===== config.mk =====
export PLATFORM = sky130hd
export DESIGN_NAME = aisc_top
export DESIGN_NICKNAME = d
export VERILOG_FILES = /design/src/design/aisc_pkg.sv /design/src/design/aisc_top.sv /design/src/design/aisc_channel_decode.sv
export SDC_FILE = /design/constraint.sdc
export NUM_CORES = 1
export LEC_CHECK = 0
export ABC_AREA = 1
export BUFFER_PORTS_ARGS = -buffer_cell sky130_fd_sc_hd__buf_2
export CORE_MARGIN = 10
export CORE_UTILIZATION = 41
export CTS_BUF_LIST = sky130_fd_sc_hd__clkbuf_16
export DETAILED_ROUTE_END_ITERATION = 10
export PLACE_DENSITY = 0.6
export SLEW_MARGIN = 20
export SYNTH_ARGS = -nofsm -noshare
export SYNTH_HDL_FRONTEND = slang
export SYNTH_SLANG_ARGS = --single-unit

===== constraint.sdc =====
create_clock -name mclk_i -period 1.7 [get_ports mclk_i]
set_input_delay 0.51 -clock mclk_i [delete_from_list [all_inputs] [get_ports mclk_i]]
set_output_delay 0.51 -clock mclk_i [all_outputs]
set_load 0.03 [all_outputs]

===== src/design/aisc_pkg.sv =====
package aisc_pkg;

  // ------------------------------------------------------------------
  // Register map
  // ------------------------------------------------------------------
  localparam logic [7:0] INPUT_CHANNEL_SELECT_ADDR = 8'hd7;
  localparam logic [7:0] CONVERTER_CONTROL_0_ADDR  = 8'hdc;
  localparam logic [7:0] AUX_INTERRUPT_ADDR        = 8'ha6;
  localparam logic [7:0] RESULT_LOW_ADDR           = 8'hd9;
  localparam logic [7:0] RESULT_MID_ADDR           = 8'hda;
  localparam logic [7:0] RESULT_HIGH_ADDR          = 8'hdb;

  // ------------------------------------------------------------------
  // Reset values and fields
  // ------------------------------------------------------------------
  localparam logic [7:0] INPUT_CHANNEL_SELECT_RESET = 8'h01;
  localparam logic [7:0] CONVERTER_CONTROL_0_RESET  = 8'h00;
  localparam logic [7:0] TEMP_SENSOR_CODE           = 8'hff;
  localparam int         POS_FIELD_LSB              = 4;
  localparam int         OPEN_SENSOR_BIT            = 6;
  localparam int         BUFFER_BIT                 = 3;
  localparam int         READY_BIT                  = 5;
  localparam logic [3:0] COMMON_PIN_CODE            = 4'h8;
  localparam int         PIN_COUNT                  = 8;

endpackage


===== src/design/aisc_top.sv =====
`timescale 1ns/1ps
// ------------------------------------------------------------------
// Converter front-end control: channel select, open-sensor and buffer
// enables, and the conversion-ready flag, on the core's register port.
// ------------------------------------------------------------------
module aisc_top
(
  // Clock and reset
  input  wire logic       mclk_i,
  input  wire logic       reset_n_i,
  // Special function register port
  input  wire logic [7:0] sfr_addr_i,
  input  wire logic       sfr_wr_i,
  input  wire logic       sfr_rd_i,
  input  wire logic [7:0] sfr_wdata_i,
  output logic [7:0]      sfr_rdata_o,
  // Converter core
  input  wire logic       result_valid_i,
  input  wire logic [23:0] result_i,
  // Analog switch controls
  output logic [7:0]      pos_pin_sel_o,
  output logic            pos_common_sel_o,
  output logic [7:0]      neg_pin_sel_o,
  output logic            neg_common_sel_o,
  output logic            temp_diode_sel_o,
  output logic            open_sensor_current_enable_o,
  output logic            input_buffer_enable_o,
  output logic            conversion_ready_flag_o
);

  // ------------------------------------------------------------------
  // State
  // ------------------------------------------------------------------
  logic [7:0]  input_channel_select_reg;
  logic [7:0]  input_channel_select_next;
  logic [7:0]  converter_control_0_reg;
  logic [7:0]  converter_control_0_next;
  logic        conversion_ready_flag_reg;
  logic        conversion_ready_flag_next;
  logic [23:0] result_reg;
  logic [23:0] result_next;
  logic [7:0]  rdata_reg;
  logic [7:0]  rdata_next;
  logic        temp_mode;
  logic        result_read;
  logic [7:0]  pos_pin_sel;
  logic        pos_common_sel;
  logic [7:0]  neg_pin_sel;
  logic        neg_common_sel;
  logic [7:0]  pos_pin_sel_next;
  logic        pos_common_sel_next;
  logic [7:0]  neg_pin_sel_next;
  logic        neg_common_sel_next;
  logic        temp_diode_sel_next;
  logic        open_sensor_enable_next;
  logic        buffer_enable_next;

  // ------------------------------------------------------------------
  // Register writes and the ready flag
  // ------------------------------------------------------------------

  // Any result byte read counts as reading the result, so a partial read
  // still acknowledges it; the mid and high bytes stay latched meanwhile.
  assign result_read = sfr_rd_i && (sfr_addr_i == aisc_pkg::RESULT_LOW_ADDR
                                 || sfr_addr_i == aisc_pkg::RESULT_MID_ADDR
                                 || sfr_addr_i == aisc_pkg::RESULT_HIGH_ADDR);

  // A write stores all eight bits, reserved codes included.
  always_comb
  begin
    input_channel_select_next  = input_channel_select_reg;
    converter_control_0_next   = converter_control_0_reg;
    conversion_ready_flag_next = conversion_ready_flag_reg;
    result_next                = result_reg;
    if (sfr_wr_i && sfr_addr_i == aisc_pkg::INPUT_CHANNEL_SELECT_ADDR)
      input_channel_select_next = sfr_wdata_i;
    if (sfr_wr_i && sfr_addr_i == aisc_pkg::CONVERTER_CONTROL_0_ADDR)
      converter_control_0_next = sfr_wdata_i;
    if (result_read)
      conversion_ready_flag_next = 1'b0;
    // A new result wins over a read in the same cycle so none is lost.
    if (result_valid_i)
    begin
      conversion_ready_flag_next = 1'b1;
      result_next                = result_i;
    end
  end

  always_ff @(posedge mclk_i or negedge reset_n_i)
  begin
    if (!reset_n_i)
    begin
      input_channel_select_reg  <= aisc_pkg::INPUT_CHANNEL_SELECT_RESET;
      converter_control_0_reg   <= aisc_pkg::CONVERTER_CONTROL_0_RESET;
      conversion_ready_flag_reg <= 1'b0;
      result_reg                <= 24'h000000;
    end
    else
    begin
      input_channel_select_reg  <= input_channel_select_next;
      converter_control_0_reg   <= converter_control_0_next;
      conversion_ready_flag_reg <= conversion_ready_flag_next;
      result_reg                <= result_next;
    end
  end

  // ------------------------------------------------------------------
  // Read data
  // ------------------------------------------------------------------

  // Read data is registered; unmapped addresses read zero.
  always_comb
  begin
    rdata_next = 8'h00;
    case (sfr_addr_i)
      aisc_pkg::INPUT_CHANNEL_SELECT_ADDR: rdata_next = input_channel_select_reg;
      aisc_pkg::CONVERTER_CONTROL_0_ADDR:  rdata_next = converter_control_0_reg;
      aisc_pkg::AUX_INTERRUPT_ADDR:
        rdata_next[aisc_pkg::READY_BIT] = conversion_ready_flag_reg;
      aisc_pkg::RESULT_LOW_ADDR:           rdata_next = result_reg[7:0];
      aisc_pkg::RESULT_MID_ADDR:           rdata_next = result_reg[15:8];
      aisc_pkg::RESULT_HIGH_ADDR:          rdata_next = result_reg[23:16];
      default:                             rdata_next = 8'h00;
    endcase
  end

  always_ff @(posedge mclk_i or negedge reset_n_i)
  begin
    if (!reset_n_i)
      rdata_reg <= 8'h00;
    else
      rdata_reg <= rdata_next;
  end

  // ------------------------------------------------------------------
  // Multiplexer decode
  // ------------------------------------------------------------------

  // Sensor mode needs the whole byte; a lone 15 in one nibble is reserved.
  assign temp_mode = (input_channel_select_reg == aisc_pkg::TEMP_SENSOR_CODE);

  // The two nibbles decode independently, so no pairing is imposed.
  aisc_channel_decode u_pos_decode
  (
    .field_i      (input_channel_select_reg[7:aisc_pkg::POS_FIELD_LSB]),
    .temp_mode_i  (temp_mode),
    .pin_sel_o    (pos_pin_sel),
    .common_sel_o (pos_common_sel)
  );

  aisc_channel_decode u_neg_decode
  (
    .field_i      (input_channel_select_reg[3:0]),
    .temp_mode_i  (temp_mode),
    .pin_sel_o    (neg_pin_sel),
    .common_sel_o (neg_common_sel)
  );

  // ------------------------------------------------------------------
  // Switch outputs, registered so they change glitch-free
  // ------------------------------------------------------------------

  // Next switch states come from the decoders and the control bits; the
  // flop process below only copies them, so a decode change stays local.
  always_comb
  begin
    pos_pin_sel_next        = pos_pin_sel;
    pos_common_sel_next     = pos_common_sel;
    neg_pin_sel_next        = neg_pin_sel;
    neg_common_sel_next     = neg_common_sel;
    temp_diode_sel_next     = temp_mode;
    open_sensor_enable_next = converter_control_0_reg[aisc_pkg::OPEN_SENSOR_BIT];
    buffer_enable_next      = converter_control_0_reg[aisc_pkg::BUFFER_BIT];
  end

  // The analog switches see one clean edge per change, at the cost of one
  // extra cycle of latency after a write.
  always_ff @(posedge mclk_i or negedge reset_n_i)
  begin
    if (!reset_n_i)
    begin
      pos_pin_sel_o                <= 8'h01;
      pos_common_sel_o             <= 1'b0;
      neg_pin_sel_o                <= 8'h02;
      neg_common_sel_o             <= 1'b0;
      temp_diode_sel_o             <= 1'b0;
      open_sensor_current_enable_o <= 1'b0;
      input_buffer_enable_o        <= 1'b0;
    end
    else
    begin
      pos_pin_sel_o                <= pos_pin_sel_next;
      pos_common_sel_o             <= pos_common_sel_next;
      neg_pin_sel_o                <= neg_pin_sel_next;
      neg_common_sel_o             <= neg_common_sel_next;
      temp_diode_sel_o             <= temp_diode_sel_next;
      open_sensor_current_enable_o <= open_sensor_enable_next;
      input_buffer_enable_o        <= buffer_enable_next;
    end
  end

  assign sfr_rdata_o             = rdata_reg;
  assign conversion_ready_flag_o = conversion_ready_flag_reg;
endmodule


===== src/design/aisc_channel_decode.sv =====
`timescale 1ns/1ps
// ------------------------------------------------------------------
// One nibble of the channel select register turned into pin switches.
// ------------------------------------------------------------------
module aisc_channel_decode
(
  // Selection
  input  wire logic [3:0] field_i,
  input  wire logic       temp_mode_i,
  // Switches
  output logic [7:0]      pin_sel_o,
  output logic            common_sel_o
);

  // Pins connect only outside sensor mode; reserved codes connect nothing.
  always_comb
  begin
    pin_sel_o    = 8'h00;
    common_sel_o = 1'b0;
    if (!temp_mode_i)
    begin
      if (field_i < 4'(aisc_pkg::PIN_COUNT))
        pin_sel_o[field_i[2:0]] = 1'b1;
      else if (field_i == aisc_pkg::COMMON_PIN_CODE)
        common_sel_o = 1'b1;
      // Codes 9..15 fall through with every switch open.
    end
  end

endmodule


==> flow_summary_export.csv, run 1 <==
group,metric,value,unit
global_routing,antenna_found_initial,0,
setup_path,max_stage_delay,0.52,ns
placed_design,dp_hpwl,5510,microns
final_layout,nets,471,
clocking,cts_made_buffers,9,
synthesis,ys_types,21,
global_routing,met2_usage,22.4,%
timing,drv_slew,0,
global_routing,grt.overflow.total,0,
floorplan,pin_count,75,
timing,setup_viol,0,
placed_design,io_buffers,74,
synthesis,ys_seq_area_share,58.3,%
final_layout,final_area,3840,sq um
timing,max_slew_margin,60.5,%
synthesis,synth_seq_cells,70,
clocking,clk_path_buf_depth,2,
setup_path,crit_slowest_cell,"dfstp_2",
setup_path,cp.required,1.19,ns
global_routing,busiest_layer,"met2",
timing,finalSetupTns,0,ns
status,outcome,"complete, no violations",
power_and_ir_drop,power.total,4.28,mW
route,drc,0,
route,avgRoutedWirePerCell,13.8,microns
clocking,cts_root_buffer,"clkbuf_16",
floorplan,rows,31,
placed_design,place.gp.congestion,0.756,
final_layout,drive_gt1_share,26.2,%
route,via_per_inst,4.62,
final_layout,final-seq-area,1760,sq um
synthesis,yosysMostFrequentCell,"nand2_1",
clocking,cts-htree-levels,3,
timing,hold_viol,0,
setup_path,critPathLaunchType,"flop",
power_and_ir_drop,p_leak,2.16,nW
final_layout,fillers,674,
global_routing,grt_max_degree,45,
placed_design,place_area,3500,sq um
synthesis,synth_top_area_share,55.7,%
synthesis,syn_inst,344,
setup_path,critical_path_buf_inv_count,1,
synthesis,synth_commonest_cells,"nand2_1, dfrtp_1, inv_1",
final_layout,area_growth,27.6,%
final_layout,instances_no_fill,530,
floorplan,die_y,106,microns
synthesis,syn-num-nets,389,
synthesis,async_flop_share,100,%
synthesis,synth-main-ff-cell,"dfrtp_1",
route,drt-initial-drc-count,99,
timing,maxClockFrequency,649,MHz
setup_path,r2r_start,"input_channel_select_reg[0]",
synthesis,syn_area_per_cell,8.75,sq um
synthesis,netlist_top_cells_area,"dfrtp_1, nand2_1, inv_1",
placed_design,preCtsSetupSlack,0.0718,ns
floorplan,die_w,106,microns
setup_path,crit_family,"flip-flops",
clocking,tritoncts,"done",
setup_path,worst-endpoint-arrival,1.03,ns
power_and_ir_drop,ir_drop,0.000484,V
timing,period_share,90.7,%
global_routing,grt_pass1_wl,12400,microns
synthesis,synth-edff-count,0,
setup_path,crit_type,"reg2out",
setup_path,crit_chain,"buf_2",
global_routing,use_met3,3.84,%
setup_path,r2r_end,"neg_pin_sel_o[0]",
timing,setup_ws,0.158,ns
clocking,cts_hold_buf,0,
final_layout,antenna_cells,0,
job,max_cap_violations,0,
setup_path,reg2regPathDepth,3,
setup_path,cp_max_fo,1,
final_layout,multiInputGateArea,1020,sq um
global_routing,globalRouteTotalUtil,13.6,%
clocking,cts.clk_slew.worst_paths,0.06,ns
global_routing,grt_util_met1,16.0,%
power_and_ir_drop,p_per_area,1120,nW/um^2
timing,tightestPinTransition,0.590,ns
clocking,post_cts_buffers,0,
setup_path,worst_setup_path_end_kind,"output pin",
placed_design,post-place-cells,514,
floorplan,core,7180,sq um
route,final_antenna_net_count,0,
timing,finalClockSkew,0.00449,ns
timing,period_needed,1.54,ns
synthesis,synthesis.area,3010,sq um
floorplan,start_util,41.9,%
worst_hold_path,hp-class,"in2async",
clocking,cts_resized,0,
route,dr.pass1.iters,4,
global_routing,grt_pass1_vias,2609,
synthesis,synth_area_leader_cell,"dfrtp_1",
synthesis,synth_warnings,0,
timing,rsz0062_at_grt,"no",
route,drt_wl_total,7340,microns
final_layout,largest_reg_flops,24,
clocking,cts_sinks,70,
floorplan,dieArea,11200,sq um
clocking,clock_latency,0.33,ns
setup_path,ff2ff_setup_slack,0.72,ns
route,via_count,2451,
worst max path at each step:
stage	depth (start not counted)	slack [ns]	startpoint	end
floorplan	8	0.36	sfr_addr_i[5]	conversion_ready_flag_o
global placement	8	0.11	sfr_addr_i[2]	sfr_rdata_o[6]
detailed placement	8	0.07	sfr_addr_i[2]	sfr_rdata_o[0]
CTS	1	0.15	pos_pin_sel_o[0]	pos_pin_sel_o[0]
global route	1	0.14	pos_pin_sel_o[0]	pos_pin_sel_o[0]
finish	1	0.16	pos_pin_sel_o[0]	pos_pin_sel_o[0]
cells by family (layout without fill, tap and decap cells):
kind of cell	count (synthesis)	after routing	synth area share [%]
AND/OR/NAND/NOR	197	197	28.6
flip-flops	70	70	58.3
buffers and inverters	47	134	7.69
AO/OA/AOI/OAI	30	30	5.36
layer usage:
| metal | wire length [microns] | vias to the layer above | share of wire [%] |
|---|---|---|---|
| li1 | - | 1230 | - |
| met1 | 3180 | 1145 | 43 |
| met2 | 3540 | 59 | 48 |
| met3 | 436 | 17 | 5.9 |
| met4 | 182 | 0 | 2.5 |
| met5 | 0 | - | 0 |
layout make-up:
type / instances / area share, %
Clock inverter: 7 / 2.97
Tap cell: 99 / 3.23
Multi-Input combinational cell: 227 / 26.6
Clock buffer: 9 / 5.87
Sequential cell: 70 / 45.7
Timing Repair Buffer: 81 / 12.0
Inverter: 37 / 3.62
per-stage QoR:
| step | hold slack [ns] | util [%] |
|---|---|---|
| final | 0.164 | 53.5 |
| after global routing | 0.176 | 53.5 |
| after CTS | 0.167 | 53.5 |
| after detailed placement | 0.363 | 48.8 |
| after global placement | 0.359 | 48.8 |
| after floorplan | 0.214 | - |
cells in the final DEF (no fill, tap or decap):
cell        count
nor2_8          2
buf_12          3
buf_2          74
clkbuf_16       9
nor2_1         36
nand2_2         5
dfrtp_1        67
o2111ai_1       1
o21ai_0        22
clkinv_2        1
nor2_4          3
o21ai_1         5
bufinv_16       3
dfstp_2         3
clkinvlp_4      2
o21ai_2         2
nand2_1       119
nand2_4         2
nand3_1        26
nand4_1         1
inv_1          38
nor3_1          3
buf_4           4
power by group:
group,switching [mW],internal (mW)
clock network,0.684,1.42
registers,0.0502,1.77
logic,0.237,0.121
(Power assumes the default switching activity.)
==> run 2: changes to the inputs <==
CTS_BUF_LIST = sky130_fd_sc_hd__clkbuf_4   (was sky130_fd_sc_hd__clkbuf_16)
==> flow_summary_export.csv, run 2 (same netlist as run 1, synthesis figures left out) <==
group,metric,value,unit
status,outcome,"complete, no violations",
timing,hold_viol,0,
global_routing,met2_usage,22.2,%
floorplan,dieArea,11200,sq um
final_layout,antenna_cells,0,
setup_path,crit_family,"flip-flops",
clocking,clk_path_buf_depth,2,
setup_path,cp_max_fo,1,
route,avgRoutedWirePerCell,13.5,microns
floorplan,die_w,106,microns
timing,drv_slew,0,
setup_path,cp.required,1.19,ns
final_layout,layout_commonest_cell,"nand2_1",
job,max_cap_violations,0,
route,drt-initial-drc-count,96,
timing,period_share,96.0,%
global_routing,grt_pass1_vias,2553,
global_routing,grt_util_met1,15.8,%
global_routing,grt_max_degree,45,
clocking,clock_latency,0.40,ns
final_layout,drive_gt1_share,26.5,%
final_layout,final-seq-area,1760,sq um
global_routing,busiest_layer,"met2",
setup_path,worst-endpoint-arrival,1.12,ns
setup_path,crit_type,"reg2out",
global_routing,grt.overflow.total,0,
setup_path,crit_chain,"buf_2",
floorplan,core,7180,sq um
setup_path,max_stage_delay,0.54,ns
route,drt_wl_total,7160,microns
global_routing,antenna_found_initial,0,
clocking,cts-htree-levels,3,
final_layout,nets,471,
clocking,cts_hold_buf,0,
setup_path,critPathLaunchType,"flop",
clocking,cts.clk_slew.worst_paths,0.12,ns
final_layout,instances_no_fill,530,
final_layout,area_growth,22.5,%
power_and_ir_drop,p_per_area,952,nW/um^2
route,via_count,2407,
setup_path,worst_setup_path_end_kind,"output pin",
global_routing,use_met3,3.84,%
timing,period_needed,1.63,ns
clocking,cts_resized,0,
clocking,cts_root_buffer,"clkbuf_4",
placed_design,preCtsSetupSlack,0.0718,ns
timing,finalClockSkew,0.0123,ns
placed_design,io_buffers,74,
floorplan,start_util,41.9,%
floorplan,rows,31,
setup_path,critical_path_buf_inv_count,1,
placed_design,dp_hpwl,5510,microns
worst_hold_path,hp-class,"in2async",
placed_design,place.gp.congestion,0.756,
timing,setup_viol,0,
timing,tightestPinTransition,0.588,ns
power_and_ir_drop,ir_drop,0.000365,V
floorplan,die_y,106,microns
final_layout,largest_reg_flops,24,
clocking,cts_made_buffers,9,
timing,max_slew_margin,60.6,%
clocking,tritoncts,"done",
timing,setup_ws,0.0684,ns
route,via_per_inst,4.54,
timing,maxClockFrequency,613,MHz
setup_path,crit_slowest_cell,"dfstp_2",
floorplan,pin_count,75,
final_layout,final_cell_mix,"nand2_1, buf_2, dfrtp_1",
clocking,cts_sinks,70,
power_and_ir_drop,p_leak,2.09,nW
placed_design,post-place-cells,514,
global_routing,grt_pass1_wl,12200,microns
final_layout,fillers,703,
final_layout,multiInputGateArea,1020,sq um
timing,rsz0062_at_grt,"no",
route,final_antenna_net_count,0,
route,dr.pass1.iters,4,
clocking,post_cts_buffers,0,
global_routing,globalRouteTotalUtil,13.5,%
timing,finalSetupTns,0,ns
route,drc,0,
## run 2: cell count changes in the layout (fill, tap and decap cells not counted), sizes merged
cell and change:
clkbuf +1, inv -1
## run 2: layout make-up
cell class,instances,area share (%)
sequential,70,47.6
multi-input combinational,227,27.7
timing repair buffer,81,12.5
inverter,37,3.77
tap,99,3.36
clock inverter,6,2.99
clock buffer,10,2.04
## run 2: worst paths after layout
path / from / endpoint / slack [ns] / cells after the start
min in group mclk_i: result_i[11] / result_reg[11] / 0.31 / 3
max in group asynchronous: reset_n_i / input_channel_select_reg[0] / 1.32 / 2
worst min register to register: converter_control_0_reg[3] / input_buffer_enable_o / 0.39 / 0
worst max register to register: input_channel_select_reg[0] / sfr_rdata_o[0] / 0.74 / 4
worst max-delay path: pos_pin_sel_o[0] / pos_pin_sel_o[0] / 0.07 / 1
worst min-delay path: reset_n_i / input_channel_select_reg[6] / 0.08 / 2
## run 2: report_power, final
part           internal [mW]  total [mW]  switching [mW]
clock                  0.759        1.34           0.579
sequential              1.76        1.81          0.0495
combinational          0.121       0.357           0.236
total                   2.64        3.51           0.864
## run 2: metal layers
layer	share of wire, %	up-vias
li1	-	1229
met4	1.7	0
met2	49	58
met3	6.4	9
met1	43	1111
met5	0	-
## run 2: per-stage QoR
step | hold slack [ns] | area (sq um) | power, mW | utilization [%]
3_5_place_dp | 0.363 | 3500 | 2.21 | 48.8
4_1_cts | 0.0512 | 3690 | 3.56 | 51.4
3_3_place_gp | 0.359 | 3500 | 2.20 | 48.8
2_1_floorplan | 0.214 | 3010 | 2.03 | -
5_1_grt | 0.0471 | 3690 | 3.69 | 51.4
6_report | 0.0793 | 3690 | 3.51 | 51.4
